**src/include/sfdp_table_map.svh**
```systemverilog
`ifndef SFDP_TABLE_MAP_SVH
`define SFDP_TABLE_MAP_SVH

// Placement of this parameter block
`define SFDP_BASE_ADDR      16'h1090
`define SFDP_FIRST_OFS      8'h02
`define NO_OFFSET           8'hFF
`define TABLE_LEN_BYTES     16'h00B0
`define TABLE_SPAN_BYTES    16'h00B2

// Relative byte offsets within the parameter block
`define OFS_PARAM_ID        8'h00
`define OFS_PARAM_LEN       8'h01
`define OFS_WRITE_STYLE     8'h02
`define OFS_ERASE4K_CODE    8'h03
`define OFS_READ_MODES      8'h04
`define OFS_DWORD1_TOP      8'h05
`define OFS_DENSITY_0       8'h06
`define OFS_DENSITY_1       8'h07
`define OFS_DENSITY_2       8'h08
`define OFS_DENSITY_TOP     8'h09
`define OFS_QIO_CYCLES      8'h0A
`define OFS_QIO_OPCODE      8'h0B
`define OFS_QOUT_CYCLES     8'h0C
`define OFS_QOUT_OPCODE     8'h0D
`define OFS_DOUT_CYCLES     8'h0E
`define OFS_DOUT_OPCODE     8'h0F
`define OFS_DIO_CYCLES      8'h10
`define OFS_DIO_OPCODE      8'h11
`define OFS_MODE_FLAGS      8'h12

// Byte values
`define VAL_PARAM_ID        8'hA5
`define VAL_PARAM_LEN       8'hB0
`define VAL_WRITE_STYLE     8'hE7
`define VAL_UNUSED          8'hFF
`define VAL_READ_MODES      8'hB2
`define VAL_DDR_BIT         8'h08
`define VAL_DENSITY_128     8'h07
`define VAL_DENSITY_256     8'h0F
`define VAL_QIO_CYCLES      8'h48
`define VAL_QIO_OPCODE      8'hEB
`define VAL_DIO_CYCLES      8'h88
`define VAL_DIO_OPCODE      8'hBB
`define VAL_MODE_FLAGS      8'hFE

`endif

```
**src/include/sfdp_table_pkg.sv**
```systemverilog
package sfdp_table_pkg;

    typedef struct packed {
        logic        start;       // Begin a read at addr
        logic        next;        // Advance to the following byte
        logic        stop;        // End of the read command
        logic        sfdp_space;  // addr is an absolute discoverable-space address
        logic [15:0] addr;
    } read_req_type;

    typedef struct packed {
        logic        strobe;
        logic [15:0] addr;
        logic [7:0]  data;
    } write_try_type;

    typedef struct packed {
        logic        valid;
        logic        known;       // Byte is defined by this block
        logic [7:0]  data;
    } read_ans_type;

    typedef enum logic [1:0] {
        IDLE_ST   = 2'b00,
        STREAM_ST = 2'b01
    } state_type;

endpackage

```
**src/logic/sfdp_addr_map.sv**
```systemverilog
`timescale 1ns/100ps
`include "sfdp_table_map.svh"

module sfdp_addr_map (
    input  wire logic [15:0] addr,        // Requested address
    input  wire logic        sfdp_space,  // Absolute discoverable-space address
    output logic      [7:0]  offset,      // Relative offset into this block
    output logic             in_space     // Address falls inside this block
);
    logic [15:0] diff;

    assign diff = addr - `SFDP_BASE_ADDR;

    always_comb begin
        offset   = `NO_OFFSET;
        in_space = 1'b0;
        if (sfdp_space) begin
            // Absolute space starts two bytes in, past the id and length
            if ((addr >= `SFDP_BASE_ADDR) && (diff < `TABLE_LEN_BYTES)) begin
                offset   = diff[7:0] + `SFDP_FIRST_OFS;
                in_space = 1'b1;
            end
        end else if (addr < `TABLE_SPAN_BYTES) begin
            offset   = addr[7:0];
            in_space = 1'b1;
        end
    end
endmodule // sfdp_addr_map

```
**src/logic/sfdp_param_rom.sv**
```systemverilog
`timescale 1ns/100ps
`include "sfdp_table_map.svh"

module sfdp_param_rom #(
    parameter bit HIGH_DENSITY = 1'b0,  // 0: 128 Mbit, 1: 256 Mbit
    parameter bit DDR_VARIANT  = 1'b0   // Double-data-rate variant
) (
    input  wire logic [7:0] offset,     // Relative byte offset
    output logic      [7:0] data,       // Byte at that offset
    output logic            known       // Offset is defined here
);
    always_comb begin
        known = 1'b1;
        case (offset)
            `OFS_PARAM_ID:     data = `VAL_PARAM_ID;
            `OFS_PARAM_LEN:    data = `VAL_PARAM_LEN;
            `OFS_WRITE_STYLE:  data = `VAL_WRITE_STYLE;
            `OFS_ERASE4K_CODE: data = `VAL_UNUSED;
            `OFS_READ_MODES:   data = DDR_VARIANT ? (`VAL_READ_MODES | `VAL_DDR_BIT)
                                                  : `VAL_READ_MODES;
            `OFS_DWORD1_TOP:   data = `VAL_UNUSED;
            `OFS_DENSITY_0,
            `OFS_DENSITY_1,
            `OFS_DENSITY_2:    data = `VAL_UNUSED;
            `OFS_DENSITY_TOP:  data = HIGH_DENSITY ? `VAL_DENSITY_256
                                                   : `VAL_DENSITY_128;
            `OFS_QIO_CYCLES:   data = `VAL_QIO_CYCLES;
            `OFS_QIO_OPCODE:   data = `VAL_QIO_OPCODE;
            `OFS_QOUT_CYCLES,
            `OFS_QOUT_OPCODE:  data = `VAL_UNUSED;
            `OFS_DOUT_CYCLES,
            `OFS_DOUT_OPCODE:  data = `VAL_UNUSED;
            `OFS_DIO_CYCLES:   data = `VAL_DIO_CYCLES;
            `OFS_DIO_OPCODE:   data = `VAL_DIO_OPCODE;
            `OFS_MODE_FLAGS:   data = `VAL_MODE_FLAGS;
            default: begin
                // Later dwords live elsewhere; erased-flash value is the safe fill
                data  = `VAL_UNUSED;
                known = 1'b0;
            end
        endcase
    end
endmodule // sfdp_param_rom

```
**src/logic/sfdp_basic_param_table.sv**
```systemverilog
`timescale 1ns/100ps
`include "sfdp_table_map.svh"
// How it works
// - Offset 00h returns identifier byte A5h.
// - Offset 01h returns length B0h for both densities.
// - Absolute address 1090h maps to relative offset 02h.
// - First basic byte reads E7h: status-write style, big buffer, no 4KB erase.
// - Second basic byte reads FFh: no uniform 4KB erase opcode.
// - Third basic byte reads B2h; DDR bit set only on DDR variant.
// - Fourth byte of dword one reads FFh.
// - Density dword: three FFh bytes, then 07h or 0Fh by density.
// - Quad I/O cycle byte reads 48h.
// - Quad I/O opcode byte reads EBh.
// - Quad-output cycle and opcode bytes read FFh.
// - Dual-output cycle and opcode bytes read FFh.
// - Dual I/O cycle byte reads 88h.
// - Dual I/O opcode byte reads BBh.
// - Fifth dword first byte reads FEh.

module sfdp_basic_param_table #(
    parameter bit HIGH_DENSITY = 1'b0,  // 0: 128 Mbit, 1: 256 Mbit
    parameter bit DDR_VARIANT  = 1'b0   // Double-data-rate variant
) (
    input  wire logic                         clk,            // 50 MHz clock
    input  wire logic                         reset,          // Synchronous, active high
    input  wire logic                         enable,         // Clock enable
    input  wire sfdp_table_pkg::read_req_type  req,            // Read request
    input  wire sfdp_table_pkg::write_try_type write_try,      // Write attempt
    output sfdp_table_pkg::read_ans_type       ans,            // Read answer
    output logic                              streaming,      // Read command open
    output logic                              write_refused   // Write attempt discarded
);
    import sfdp_table_pkg::*;

    state_type    state_reg;
    state_type    state_next;
    logic [7:0]   ptr_reg;
    logic [7:0]   ptr_next;
    read_ans_type ans_reg;
    logic         refused_reg;
    logic [7:0]   start_ofs;
    logic         start_ok;
    logic [7:0]   look_ofs;
    logic [7:0]   look_data;
    logic         look_known;
    logic         taken;

    function automatic logic [7:0] advance(input logic [7:0] ofs);
        // Saturate so a long stream past the end keeps reading fill bytes
        advance = (ofs == `NO_OFFSET) ? `NO_OFFSET : ofs + 8'h01;
    endfunction

    sfdp_addr_map u_map (
        .addr       (req.addr),
        .sfdp_space (req.sfdp_space),
        .offset     (start_ofs),
        .in_space   (start_ok)
    );

    sfdp_param_rom #(
        .HIGH_DENSITY (HIGH_DENSITY),
        .DDR_VARIANT  (DDR_VARIANT)
    ) u_rom (
        .offset (look_ofs),
        .data   (look_data),
        .known  (look_known)
    );

    // A new start wins over next in the same cycle
    assign taken    = req.start || ((state_reg == STREAM_ST) && req.next);
    assign look_ofs = req.start ? (start_ok ? start_ofs : `NO_OFFSET)
                                : advance(ptr_reg);

    always_comb begin
        state_next = state_reg;
        ptr_next   = ptr_reg;
        case (state_reg)
            IDLE_ST: begin
                if (req.start) begin
                    state_next = STREAM_ST;
                    ptr_next   = look_ofs;
                end
            end
            STREAM_ST: begin
                if (req.start) begin
                    ptr_next = look_ofs;
                end else if (req.stop) begin
                    state_next = IDLE_ST;
                end else if (req.next) begin
                    ptr_next = look_ofs;
                end
            end
            default: begin
                state_next = IDLE_ST;
            end
        endcase
    end

    always_ff @(posedge clk) begin
        if (reset) begin
            state_reg <= IDLE_ST;
            ptr_reg   <= `NO_OFFSET;
        end else if (enable) begin
            state_reg <= state_next;
            ptr_reg   <= ptr_next;
        end
    end

    // Answer bytes come only from the constant lookup, so every read repeats
    always_ff @(posedge clk) begin
        if (reset) begin
            ans_reg <= '0;
        end else if (enable) begin
            ans_reg.valid <= taken;
            if (taken) begin
                ans_reg.data  <= look_data;
                ans_reg.known <= look_known;
            end
        end
    end

    // Writes are acknowledged as refused and reach no storage
    always_ff @(posedge clk) begin
        if (reset) begin
            refused_reg <= 1'b0;
        end else if (enable) begin
            refused_reg <= write_try.strobe;
        end
    end

    assign ans           = ans_reg;
    assign streaming     = (state_reg == STREAM_ST);
    assign write_refused = refused_reg;
endmodule // sfdp_basic_param_table

```
**config.mk**
```make
export PLATFORM = sky130hd
export DESIGN_NAME = sfdp_basic_param_table
export DESIGN_NICKNAME = d
export VERILOG_FILES = /design/src/include/sfdp_table_pkg.sv /design/src/logic/sfdp_addr_map.sv /design/src/logic/sfdp_param_rom.sv /design/src/logic/sfdp_basic_param_table.sv
export VERILOG_INCLUDE_DIRS = /design/src /design/src/include
export SDC_FILE = /design/constraint.sdc
export NUM_CORES = 1
export LEC_CHECK = 0
export BUFFER_PORTS_ARGS = -buffer_cell sky130_fd_sc_hd__buf_2
export CAP_MARGIN = 10
export CORE_UTILIZATION = 34
export CTS_CLUSTER_SIZE = 16
export DETAILED_ROUTE_END_ITERATION = 8
export GPL_TIMING_DRIVEN = 0
export PLACE_DENSITY = 0.62
export SKIP_CTS_REPAIR_TIMING = 1
export SYNTH_ARGS = -nofsm -noshare
export SYNTH_HDL_FRONTEND = slang
export SYNTH_SLANG_ARGS = --single-unit
```
**constraint.sdc**
```tcl
create_clock -name clk -period 3.4 [get_ports clk]
set_clock_uncertainty 0.1 [all_clocks]
set_input_delay 1.02 -clock clk [delete_from_list [all_inputs] [get_ports clk]]
set_output_delay 1.02 -clock clk [all_outputs]
set_load 0.02 [all_outputs]
```
**Yosys cells after proc, flatten, opt, wreduce, memory -nomap -nowiden**

Index checks and enable logic that the tools add are counted.

- Output and inout port bits: 12
- Bits in registers: 21
- Input port bits: 48
- Logic and storage cells: 67

- Mux-type cells: 20
- Reduce and logical (&&, ||, !) cells: 10
- Add/subtract/negate cells: 3
- Magnitude comparators: 3
- Equal/unequal tests: 25

Operators with widths:

| operator | number |
|---|---|
| 8-bit 2-to-1 mux | 10 |
| 8-bit one-hot mux with 10 select lines | 1 |
| 8-bit by 4-bit equality test with 1-bit output, second input constant | 8 |
| 8-bit by 3-bit equality test with 1-bit output, second input constant | 4 |
| 16-bit by 8-bit less-than comparator with 1-bit output, second input constant | 2 |
| 8-bit by 5-bit equality test with 1-bit output, second input constant | 3 |
| 19-bit OR reduction | 1 |
| 8-bit by 2-bit equality test with 1-bit output, second input constant | 2 |
| 16-bit by 13-bit greater-or-equal comparator with 1-bit output, second input constant | 1 |
| 8-bit one-hot mux with 2 select lines | 1 |
| 16-bit by 13-bit subtractor with 16-bit output, second input constant | 1 |
| 8-bit by 1-bit adder with 8-bit output, second input constant | 1 |
| 8-bit by 2-bit adder with 8-bit output, second input constant | 1 |
| 8-bit by 1-bit equality test with 1-bit output, second input constant | 1 |
| 8-bit equality test, second input constant | 1 |
| 8-bit zero test | 1 |
| 2-bit 2-to-1 mux | 3 |
| 2-bit inequality test, second input constant | 3 |
| 3-bit inequality test, second input constant | 2 |
| 5-bit AND reduction | 1 |
| 1-bit 2-to-1 mux | 4 |
| 2-bit one-hot mux with 2 select lines | 1 |
| 4-bit AND reduction | 1 |
| 2-bit by 1-bit equality test with 1-bit output, second input constant | 1 |
| 5 further kinds | 6 |

**Longest topological paths before layout**

Gate-level depths: netlist of the first run.

- Depth in word-level cells: 11
- Gate-level depth with buffers: 13
- Gate-level depth less buffers: 11

**Modules after synthesis**

From an unflattened synthesis of the first run, not the netlist that was laid out.

- Cells, all modules: 242
- Area, all modules: 1881.8 um^2

By module, submodules not included:

| module | cells each | area each (um^2) | seq. area each (um^2) | times used |
|---|---|---|---|---|
| sfdp_basic_param_table | 122 | 1078.5 | 400.4 | 1 |
| sfdp_addr_map | 78 | 530.5 | 0.0 | 1 |
| sfdp_param_rom | 42 | 272.8 | 0.0 | 1 |

**Worst setup path after synthesis of the first run**

Ideal clock, no wire load.

- Path type: input to register
- Start: in req[6] (netlist bit)
- End: reg ans_reg (netlist bit ans[0])
- Data required time: 3.163 ns
- Stages on the path: 11
- Slack: -0.128 ns
- Data arrival time: 3.291 ns
- Path buffers: 2
- Setup time: 0.137 ns
- Cells stage by stage: buf_6 or3_1 xnor2_1 a2bb2oi_1 or4_1 buf_6 o21ai_4 and2_1 nand3_1 a31oi_2 a211oi_1

- Word-level cells in the longest chain between the ends: 9
- Elaborated cells on any way between the ends: 25
- Those cells by class: add/sub (2); order compare (3); eq/ne (9); mux (9); reduce/logical (2)

RTL lines:

| item | line | RTL |
|---|---|---|
| start, declared | sfdp_basic_param_table.sv:27 | `input wire sfdp_table_pkg::read_req_type req,` |
| 16-bit by 13-bit subtractor with 16-bit output (no line) | - |  |
| 16-bit by 8-bit less-than comparator with 1-bit output (no line) | - |  |
| 1-bit logical AND | sfdp_addr_map.sv:19 | `` if ((addr >= `SFDP_BASE_ADDR) && (diff < `TABLE_LEN_BYTES)) begin `` |
| 8-bit 2-to-1 mux / 1-bit 2-to-1 mux (equally long branches) | sfdp_addr_map.sv:19 |  |
| 8-bit 2-to-1 mux / 1-bit 2-to-1 mux (equally long branches) | sfdp_addr_map.sv:17 | `if (sfdp_space) begin` |
| 8-bit 2-to-1 mux (no line) * | - |  |
| 8-bit 2-to-1 mux * | sfdp_basic_param_table.sv:71 | `` assign look_ofs = req.start ? (start_ok ? start_ofs : `NO_OFFSET) `` |
| 8-bit by 5-bit equality test with 1-bit output, or another cell as far along | sfdp_param_rom.sv:14 | `case (offset)` |
| 8-bit one-hot mux with 10 select lines * | sfdp_param_rom.sv:14 |  |
| end, declared | sfdp_basic_param_table.sv:39 | `read_ans_type ans_reg;` |

Mark *: on every way between the ends. The rest lies on a longest branch, timed or not.
A chain may end at the register's enable or synchronous reset.

**Final worst setup path of the first run**

- Start: in req[4] (netlist bit)
- End: reg ans_reg (netlist bit ans[0])

The elaborated chain is that of the path after synthesis.

==> metrics.md, run 1 <==
| Metric | Value |
|---|---|
| Register area | `roughly 400 um^2` |
| # rows | `26` |
| Fillers | `527` |
| Initial antenna violation count | `0` |
| # clock sinks | `20` |
| Yosys reg bits | `20` |
| Clock slew at reported path FFs | `around 80 ps` |
| Number of max-cap violations | `0` |
| Worst r2r dst | `ans[0]` |
| Synth area leader | `dfxtp_1` |
| Final Total Pwr | `~0.9 mW` |
| Area occupied by multi-input gates | `between 1000 and 1500 um^2` |
| Reg2reg start | `ptr_reg[0]` |
| Post-synthesis compound-gate area fraction | `0.344` |
| Most area-consuming cells after synthesis | `dfxtp_1 (21%), nor2_1 (5.2%), ha_1 (4.7%), a21oi_1 (4.0%), a211o_1 (3.8%)` |
| Antenna Nets Post-Route | `0` |
| Non-Filler Instances | `roughly 360` |
| Comb power frac | `0.418` |
| Initial DRT Pass Iterations | `4` |
| Critical path fanouts, max | `7` |
| Top-area cell type share of the netlist area | `0.215` |
| Worst-Margin Slew | `between 500 and 600 ps` |
| Synth-to-layout area growth | `30.8%` |
| Worst Path Required | `approximately 3400 ps` |
| DR WL/cell | `14.2 um` |
| CP endpoint kind | `register` |
| Net Count, Synth | `slightly below 300` |
| Post-synthesis xor/xnor area fraction | `0.0517` |
| WHS Path Cells | `2` |
| Seq/Total Area, Yosys | `0.215` |
| Vias in the first global route | `~1800` |
| Clk buf depth | `2` |
| Largest family of logic cells by synthesized area | `compound AO/OA/AOI/OAI gates` |
| Final WL | `between 5000 and 6000 um` |
| Share of flip-flops with an asynchronous set or reset | `0` |
| Final setup vio count | `0` |
| Clock power share | `0.273` |
| CP Data Arrival Time | `about 3400 ps` |
| Seq pwr share | `0.310` |
| Final hold vios | `0` |
| DP HPWL | `approximately 3700 um` |
| I/O pins | `60` |
| Fin crit period | `3380 ps` |
| Die W | `76.0 um` |
| Commonest cells in the synthesized netlist | `nor2_1 (26), dfxtp_1 (20), a21oi_1 (15)` |
| Residual DRC | `0` |
| PwrDens | `359 nW/um^2` |
| Reg2reg path depth | `10` |
| Nets@finish | `between 300 and 400` |
| Outcome | `finished, final reports clean` |
| P_leak | `0.958 nW` |
| Die ar. | `just under 6000 um^2` |
| Total CTS buffers | `3` |
| Syn_area_per_cell | `between 7 and 8 um^2` |
| Max IR drop VDD | `between 0.0001 and 0.00015 V` |
| Hold Crit Endpoint | `ans[8]` |
| Worst hold slack | `380 ps` |
| Unrepaired setup endpoints after global routing | `true` |
| CTS tree | `yes` |
| Hold Crit Start | `ans[8]` |
| GRT Util Overall | `0.172` |
| Top_reg_cell synth | `dfxtp_1` |
| Vias post-DR | `between 1500 and 2000` |
| Worst-Skew Late Latency | `around 260 ps` |
| Final period util | `0.993` |
| Layout cells sized above 1 | `0.308` |
| Cells after Synth | `239` |
| Largest net degree at the start of global routing | `13` |
| Vias per cell | `5.58` |
| CTS root buf | `clkbuf_8` |
| CP Class | `in -> reg` |
| Synth Area in Simple Gates | `0.253` |
| Placer Congestion | `between 0.8 and 0.9` |
| Multiplexer share of the synthesized area | `0.0269` |
| Slew margin rel. | `0.648` |
| Most frequent cell after synthesis | `nor2_1` |
| DIE HEIGHT | `76.0 um` |
| Distinct cell type count after synthesis | `61` |
| Fmax | `between 200 and 300 MHz` |
| Placed Cells | `between 300 and 400` |
| R2r setup slk | `approximately 420 ps` |
| N_diodes | `0` |
| HP Class | `reg -> reg` |
| Initial Util | `0.358` |
| Initial DRC Count | `61` |
| Net Sw Frac | `0.346` |
| GRT overflow | `0` |
| CORE AREA | `~5200 um^2` |
| TNS Setup | `0 ps` |
| Max reg flops | `10` |
| Pint | `approximately 0.57 mW` |
| Post-synth design cell area | `between 1500 and 2000 um^2` |
| Max H-tree Level | `1` |
| Final count of pins violating max slew | `0` |
| First-pass GRT wire length | `8270 um` |
| Port Buffer Count | `31` |
| Synth warnings | `0` |
| Post-synth EDFFs | `0` |
| Switching power | `0.303 mW` |
| CP Launch Type | `primary input` |
| Adder-cell share of the synthesized area | `0.0470` |
-- cell usage in the layout (no fill, tap or decap), types with 3 or more instances in the layout --
master    count
buf_6         4
a21oi_1      14
dfxtp_1      20
clkbuf_1      8
clkbuf_8      3
nor2_1       25
nor3_1        8
nand3_1       9
xnor2_1       6
and3_1        3
nand2_1      14
a211o_1       8
o21a_1        5
a21o_1        3
buf_2        30
buf_4        11
mux2i_1       5
a31oi_1       3
xor2_1        4
a211oi_1      7
ha_1          5
o21ai_0       5
o21ai_4       5
inv_1         8
nand4_1       5
-- metal layers --
metal,routed length [um],track usage,part of all wire,vias to the layer above
met5,0,0,0,-
met4,98,0.0442,0.019,0
met3,163,0.0335,0.032,10
met2,2490,0.301,0.49,37
met1,2310,0.215,0.46,941
li1,-,-,-,1000
-- worst max-delay path by stage --
stage                      start      to  slack (ps)
final                     req[4]  ans[0]          20
after global routing      req[4]  ans[4]         -80
after floorplan           req[4]  ans[0]          10
after global placement    req[4]  ans[0]        -430
after CTS                 req[4]  ans[0]        -170
after detailed placement  req[4]  ans[0]        -460
-- kinds of logic after synthesis --
kind of cell	Yosys count
DFF	20
AOI/OAI and AO/OA	83
and+or+nand+nor	90
adders and majority gates	7
xor gates and xnor gates	11
buffers and inverters	23
muxes	5
-- power by group through the flow --
stage          registers [mW]  logic [mW]  clock network, mW
2_1_floorplan           0.285       0.210                  0
3_3_place_gp            0.275       0.295                  0
3_5_place_dp            0.276       0.300                  0
4_1_cts                 0.270       0.301              0.245
5_1_grt                 0.274       0.401              0.253
6_report                0.271       0.365              0.239
-- worst max-delay path, stage by stage --
cell and delay (ps):
buf_12 90, inv_4 40, ha_4 160, nand2b_4 80, a2111oi_1 80, o32a_1 380
or4_4 650, o21ai_4 240, mux2i_1 220, nand3_1 140, a31oi_4 210, a211oi_1 90
-- metrics by stage --
step	utilization	instance area, um^2	setup slack [ps]
after floorplan	-	1880	11.7
after global placement	0.408	2130	-433
after detailed placement	0.408	2130	-458
after CTS	0.422	2200	-170
after global routing	0.468	2440	-75.7
final	0.468	2440	22.2
-- cell type report --
type,count,share of cell area
plain buffers,12,0.0282
repair buffers,43,0.112
well taps,70,0.0359
flip-flops and latches,20,0.164
inverters,10,0.0175
clock inverters,1,0.0123
multi-input cells,197,0.612
clock buffers,3,0.0169
Note: power is estimated with default switching activity, not from simulation.
==> run 2, diff against run 1 <==
Settings changed: PLACE_DENSITY 0.62 to 0.7.
==> run 2 against run 1 <==
  * First-iteration DRC count increased by 64%
  * Via count decreased by 3.1%
  * Combinational power decreased by 11%
  * Core utilization decreased by 1.8 points
  * Setup slack improved by 9.8 ps
  * Register-to-register slack improved by 40 ps
  * Design area decreased by 3.9%
  * Clock power about the same
  * Final cell count decreased by 2.5%
  * Count of clock-buffer cells in the layout unchanged
  * Sequential power about the same
==> metrics.md, run 2 (same netlist as run 1, synthesis figures left out) <==
| Metric | Value |
|---|---|
| Outcome | `finished, final reports clean` |
| GRT Util Overall | `0.164 (-0.00759)` |
| Final period util | `0.991 (-0.00288)` |
| N_diodes | `0 (unchanged)` |
| Antenna Nets Post-Route | `0 (unchanged)` |
| Most frequent cells in the layout | `buf_2 (29), nor2_1 (25), dfxtp_1 (20)` |
| Die W | `76.0 um (unchanged)` |
| Initial DRT Pass Iterations | `4 (unchanged)` |
| CP Class | `in -> reg` |
| Slowest-stage cell, CP | `or4_4` |
| PwrDens | `356 nW/um^2 (-0.85%)` |
| Die ar. | `5780 um^2 (unchanged)` |
| CP endpoint kind | `register` |
| # rows | `26 (unchanged)` |
| Initial DRC Count | `100 (+64%)` |
| Net Sw Frac | `0.344 (-0.00211)` |
| Crit. Startpoint | `req[4]` |
| Clk buf depth | `2 (unchanged)` |
| Final core utilization | `0.450 (-0.0183)` |
| First-pass GRT wire length | `8070 um (-2.5%)` |
| Final hold vios | `0 (unchanged)` |
| Seq pwr share | `0.325 (+0.015)` |
| Largest net degree at the start of global routing | `13 (unchanged)` |
| Max H-tree Level | `1 (unchanged)` |
| Vias post-DR | `1926 (-3.1%)` |
| Slowest stage delay, CP | `570 ps (-80 ps)` |
| Total CTS buffers | `3 (unchanged)` |
| Critical path fanouts, max | `7 (unchanged)` |
| Synth-to-layout area growth | `25.7%` |
| Max IR drop VDD | `0.000164 V (+11%)` |
| Final count of pins violating max slew | `0 (unchanged)` |
| Vias per cell | `5.55 (-0.61%)` |
| Initial Util | `0.358 (unchanged)` |
| TNS Setup | `0 ps (unchanged)` |
| Worst-Margin Slew | `520 ps (-7.37 ps)` |
| Pint | `0.547 mW (-4.4%)` |
| Number of max-cap violations | `0 (unchanged)` |
| Clock power share | `0.285 (+0.012)` |
| Residual DRC | `0 (unchanged)` |
| Hold Crit Start | `ans[8]` |
| Reg2reg start | `ptr_reg[0]` |
| CP Data Arrival Time | `3400 ps (about the same)` |
| CORE AREA | `5200 um^2 (unchanged)` |
| Commonest non-fill, non-tap cell in the layout | `buf_2` |
| Final WL | `4760 um (-6.1%)` |
| Slew margin rel. | `0.653 (+0.00492)` |
| Worst path cell trace | `buf_12, inv_8, ha_4, nand2b_4, a211o_1, o32a_1, or4_4, o21ai_4, mux2i_1, nand3_1, a31oi_4, a211oi_2` |
| Final setup vio count | `0 (unchanged)` |
| Fin crit period | `3370 ps (-9.81 ps)` |
| Nets@finish | `333 (-2.6%)` |
| CTS tree | `yes` |
| DP HPWL | `3590 um (-2.7%)` |
| Worst-Skew Late Latency | `260 ps (about the same)` |
| Cell family with most CP delay | `compound AO/OA/AOI/OAI gates` |
| Initial antenna violation count | `0 (unchanged)` |
| Worst Path Required | `3440 ps (about the same)` |
| DR WL/cell | `13.7 um (-3.7%)` |
| HP Class | `reg -> reg` |
| Comb power frac | `0.391 (-0.027)` |
| Vias in the first global route | `1736 (-3.3%)` |
| DIE HEIGHT | `76.0 um (unchanged)` |
| Buf+Inv Stages, Crit Path | `2 (unchanged)` |
| GRT overflow | `0 (unchanged)` |
| Fillers | `536 (+1.7%)` |
| Placer Congestion | `0.832 (+1.3%)` |
| Fmax | `297 MHz (+0.29%)` |
| CTS root buf | `clkbuf_8` |
| Clock slew at reported path FFs | `80 ps (about the same)` |
| CP Launch Type | `primary input` |
| Layout cells sized above 1 | `0.274 (-0.0333)` |
| P_leak | `0.909 nW (-5.2%)` |
| Unrepaired setup endpoints after global routing | `true` |
| Port Buffer Count | `31 (unchanged)` |
| Max reg flops | `10 (unchanged)` |
| # clock sinks | `20 (unchanged)` |
| Switching power | `0.287 mW (-5.3%)` |
| Worst hold slack | `393 ps (+13.1 ps)` |
| I/O pins | `60 (unchanged)` |
==> run 2: changes by cell type in the layout (fill, tap and decap cells not counted), sizes merged <==
cell / before / now
o21ai: 13 / 12
buf: 47 / 38
clkbuf: 11 / 12
==> run 2: final cells by class <==
type,count,area (um^2),area share
Buffer,12,68.8,0.0294
Clock buffer,3,41.3,0.0176
Clock inverter,1,30.0,0.0128
Inverter,10,50.0,0.0214
Multi-Input combinational cell,196,1450,0.621
Sequential cell,20,400,0.171
Tap cell,70,87.6,0.0374
Timing Repair Buffer,35,210,0.0897
==> run 2: worst paths after layout <==
path | to | slack, ps | cells past startpoint
setup / recovery | ans[6] | 30 | 12
hold / removal | ans[8] | 390 | 2
setup reg to reg | ans[0] | 460 | 10
hold reg to reg | ans[8] | 390 | 2
==> run 2: per-stage QoR <==
stage	worst slack [ps]	power (mW)	instances	cell area, um^2
CTS	-155	0.810	344	2200
global route	-41.1	0.889	347	2340
detailed placement	-424	0.572	340	2130
finish	32.0	0.834	347	2340
global placement	-405	0.567	340	2130
floorplan	11.7	0.496	239	1880
==> run 2: power groups by stage <==
stage          logic (mW)  clock network [mW]  registers (mW)
2_1_floorplan       0.210                   0           0.285
3_3_place_gp        0.291                   0           0.275
3_5_place_dp        0.296                   0           0.276
4_1_cts             0.297               0.242           0.271
5_1_grt             0.362               0.253           0.275
6_report            0.326               0.237           0.271
==> run 2: worst min-delay path: cells and delay by family, from the launching register on <==
family	cells	cell delay (ps)
flip-flops	1	320
AO/OA/AOI/OAI	2	130
==> run 2: metal layers <==
layer	wire length (um)	GRT usage	vias to the layer above
met5	0	0	-
met4	74	0.0346	0
met3	156	0.0240	8
met2	2380	0.282	33
met1	2150	0.218	906
li1	-	-	979
==> run 3, diff against run 2 <==
Settings changed: CORE_ASPECT_RATIO from default to 1.75, SETUP_SLACK_MARGIN from default to 0.15.
==> run 3 against run 2 <==
  * The flow now finishes with violations (DRC)
  * Core utilization increased by 0.79 points
  * Final cell count decreased by 2.9%
  * Clock power increased by 5%
  * Maximum frequency increased by 1.0%
  * Largest power group unchanged
  * Critical path depth decreased by 2
  * Die area increased by 0.20%
  * Setup slack improved by 35 ps
==> metrics.md, run 3 (same netlist as run 1, synthesis figures left out) <==
| Metric | Value |
|---|---|
| Synth-to-layout area growth | `29.1%` |
| CP endpoint kind | `register` |
| First-pass GRT wire length | `7880 um (-2.3%)` |
| Vias in the first global route | `1817 (+4.7%)` |
| PwrDens | `365 nW/um^2 (+2.4%)` |
| Slew margin rel. | `0.665 (+0.0116)` |
| I/O pins | `60 (unchanged)` |
| Fin crit period | `3330 ps (-34.8 ps)` |
| Number of max-cap violations | `0 (unchanged)` |
| Antenna Nets Post-Route | `0 (unchanged)` |
| GRT Util Overall | `0.169 (+0.00434)` |
| Worst path cell trace | `buf_2, clkbuf_2, a211o_1, o32a_1, or4_1, buf_6, o21ai_4, o211ai_1, a31oi_4, a211oi_1` |
| Max reg flops | `10 (unchanged)` |
| Critical path fanouts, max | `10 (+3)` |
| Slowest-stage cell, CP | `or4_1` |
| Die ar. | `5790 um^2 (+0.20%)` |
| CP Class | `in -> reg` |
| Placed Cells | `325 (-4.4%)` |
| Initial antenna violation count | `0 (unchanged)` |
| DR WL/cell | `14.7 um (+7.5%)` |
| Unrepaired setup endpoints after global routing | `true` |
| CTS root buf | `clkbuf_8` |
| Clock slew at reported path FFs | `80 ps (about the same)` |
| Non-Filler Instances | `337 (-2.9%)` |
| Initial DRT Pass Iterations | `6 (+2)` |
| Total CTS buffers | `3 (unchanged)` |
| Initial DRC Count | `48 (-52%)` |
| Final WS setup | `66.8 ps (+34.8 ps)` |
| DP HPWL | `3830 um (+6.5%)` |
| Max IR drop VDD | `0.000187 V (+14%)` |
| # rows | `35 (+35%)` |
| Largest net degree at the start of global routing | `13 (unchanged)` |
| Most frequent cells in the layout | `buf_2 (29), nor2_1 (25), dfxtp_1 (20)` |
| CORE AREA | `5260 um^2 (+0.96%)` |
| # clock sinks | `20 (unchanged)` |
| Placer Congestion | `0.874 (+5.0%)` |
| Placement Setup Slack | `-429 ps (-5.49 ps)` |
| Initial Util | `0.355 (-0.00341)` |
| N_diodes | `0 (unchanged)` |
| Nets@finish | `338 (+1.5%)` |
| Final hold vios | `0 (unchanged)` |
| Residual DRC | `3 (+3)` |
| Layout cells sized above 1 | `0.301 (+0.0271)` |
| CTS tree | `yes` |
| Die W | `58.0 um (-24%)` |
| CP Data Arrival Time | `3380 ps (-20 ps)` |
| Worst Path Required | `3440 ps (about the same)` |
| Final period util | `0.980 (-0.0102)` |
| Buf+Inv Stages, Crit Path | `3 (+1)` |
| Final WL | `4960 um (+4.4%)` |
| Outcome | `complete, but fails checks` |
| CP Launch Type | `primary input` |
| Commonest non-fill, non-tap cell in the layout | `buf_2` |
| Fmax | `300 MHz (+1.0%)` |
| HP Class | `reg -> reg` |
| DIE HEIGHT | `99.9 um (+31%)` |
| Final setup vio count | `0 (unchanged)` |
| GRT overflow | `0 (unchanged)` |
| Worst-Skew Late Latency | `270 ps (about the same)` |
| Clk buf depth | `2 (unchanged)` |
| Slowest stage delay, CP | `490 ps (-80 ps)` |
| P_leak | `0.951 nW (+4.7%)` |
| Vias post-DR | `1959 (+1.7%)` |
| Final count of pins violating max slew | `0 (unchanged)` |
| Vias per cell | `5.81 (+4.7%)` |
| Port Buffer Count | `31 (unchanged)` |
| Register area | `400 um^2 (unchanged)` |
| Cell family with most CP delay | `compound AO/OA/AOI/OAI gates` |
| R2r setup slk | `480 ps (+20 ps)` |
| Max H-tree Level | `1 (unchanged)` |
| Worst-Margin Slew | `499 ps (-21.5 ps)` |
| Fillers | `516 (-3.7%)` |
| Area occupied by multi-input gates | `1470 um^2 (+1.1%)` |
| Failing checks | `DRC` |
-- run 3: cell type report --
cell class	count	share of cell area
multi-input combinational	196	0.611
clock inverter	1	0.0125
sequential	20	0.166
buffer	13	0.0354
clock buffer	3	0.0172
tap	55	0.0286
timing repair buffer	39	0.105
inverter	10	0.0239
-- run 3: final timing paths --
kind              endpoint  cells after the start        from
setup / recovery    ans[0]                     10      req[7]
hold / removal      ans[8]                      2      ans[8]
setup reg to reg    ans[7]                     10  ptr_reg[0]
hold reg to reg     ans[8]                      2      ans[8]
-- run 3: worst reg2reg max path, cell delays in order (launching register included) --
cell,delay (ps)
dfxtp_1,350
ha_1,260
and4_1,250
or4b_2,670
a21oi_1,180
a2111oi_0,90
nor2_1,260
and3_1,220
a31o_4,130
o22ai_1,90
a211oi_1,240
-- run 3: report_power, final --
part,leakage [nW],switching [mW],internal (mW)
clock,0.0357,0.0903,0.158
sequential,0.165,0.0173,0.253
combinational,0.750,0.203,0.156
-- run 3: layer usage --
layer | vias up | routed length [um] | global-route usage
met3 | 11 | 124 | 0.0129
met1 | 920 | 1850 | 0.172
met2 | 39 | 2860 | 0.336
met4 | 0 | 136 | 0.0696
li1 | 989 | - | -
met5 | - | 0 | 0
-- run 3: metrics by stage --
step | power, mW | utilization | area [um^2] | TNS, ps | hold WS (ps)
finish | 0.877 | 0.458 | 2410 | 0 | 381
global route | 0.928 | 0.458 | 2410 | -86.0 | 411
CTS | 0.826 | 0.422 | 2220 | -877 | 380
detailed placement | 0.585 | 0.408 | 2150 | -3850 | 366
global placement | 0.578 | 0.408 | 2150 | -3700 | 363
floorplan | 0.503 | - | 1920 | 0 | 364
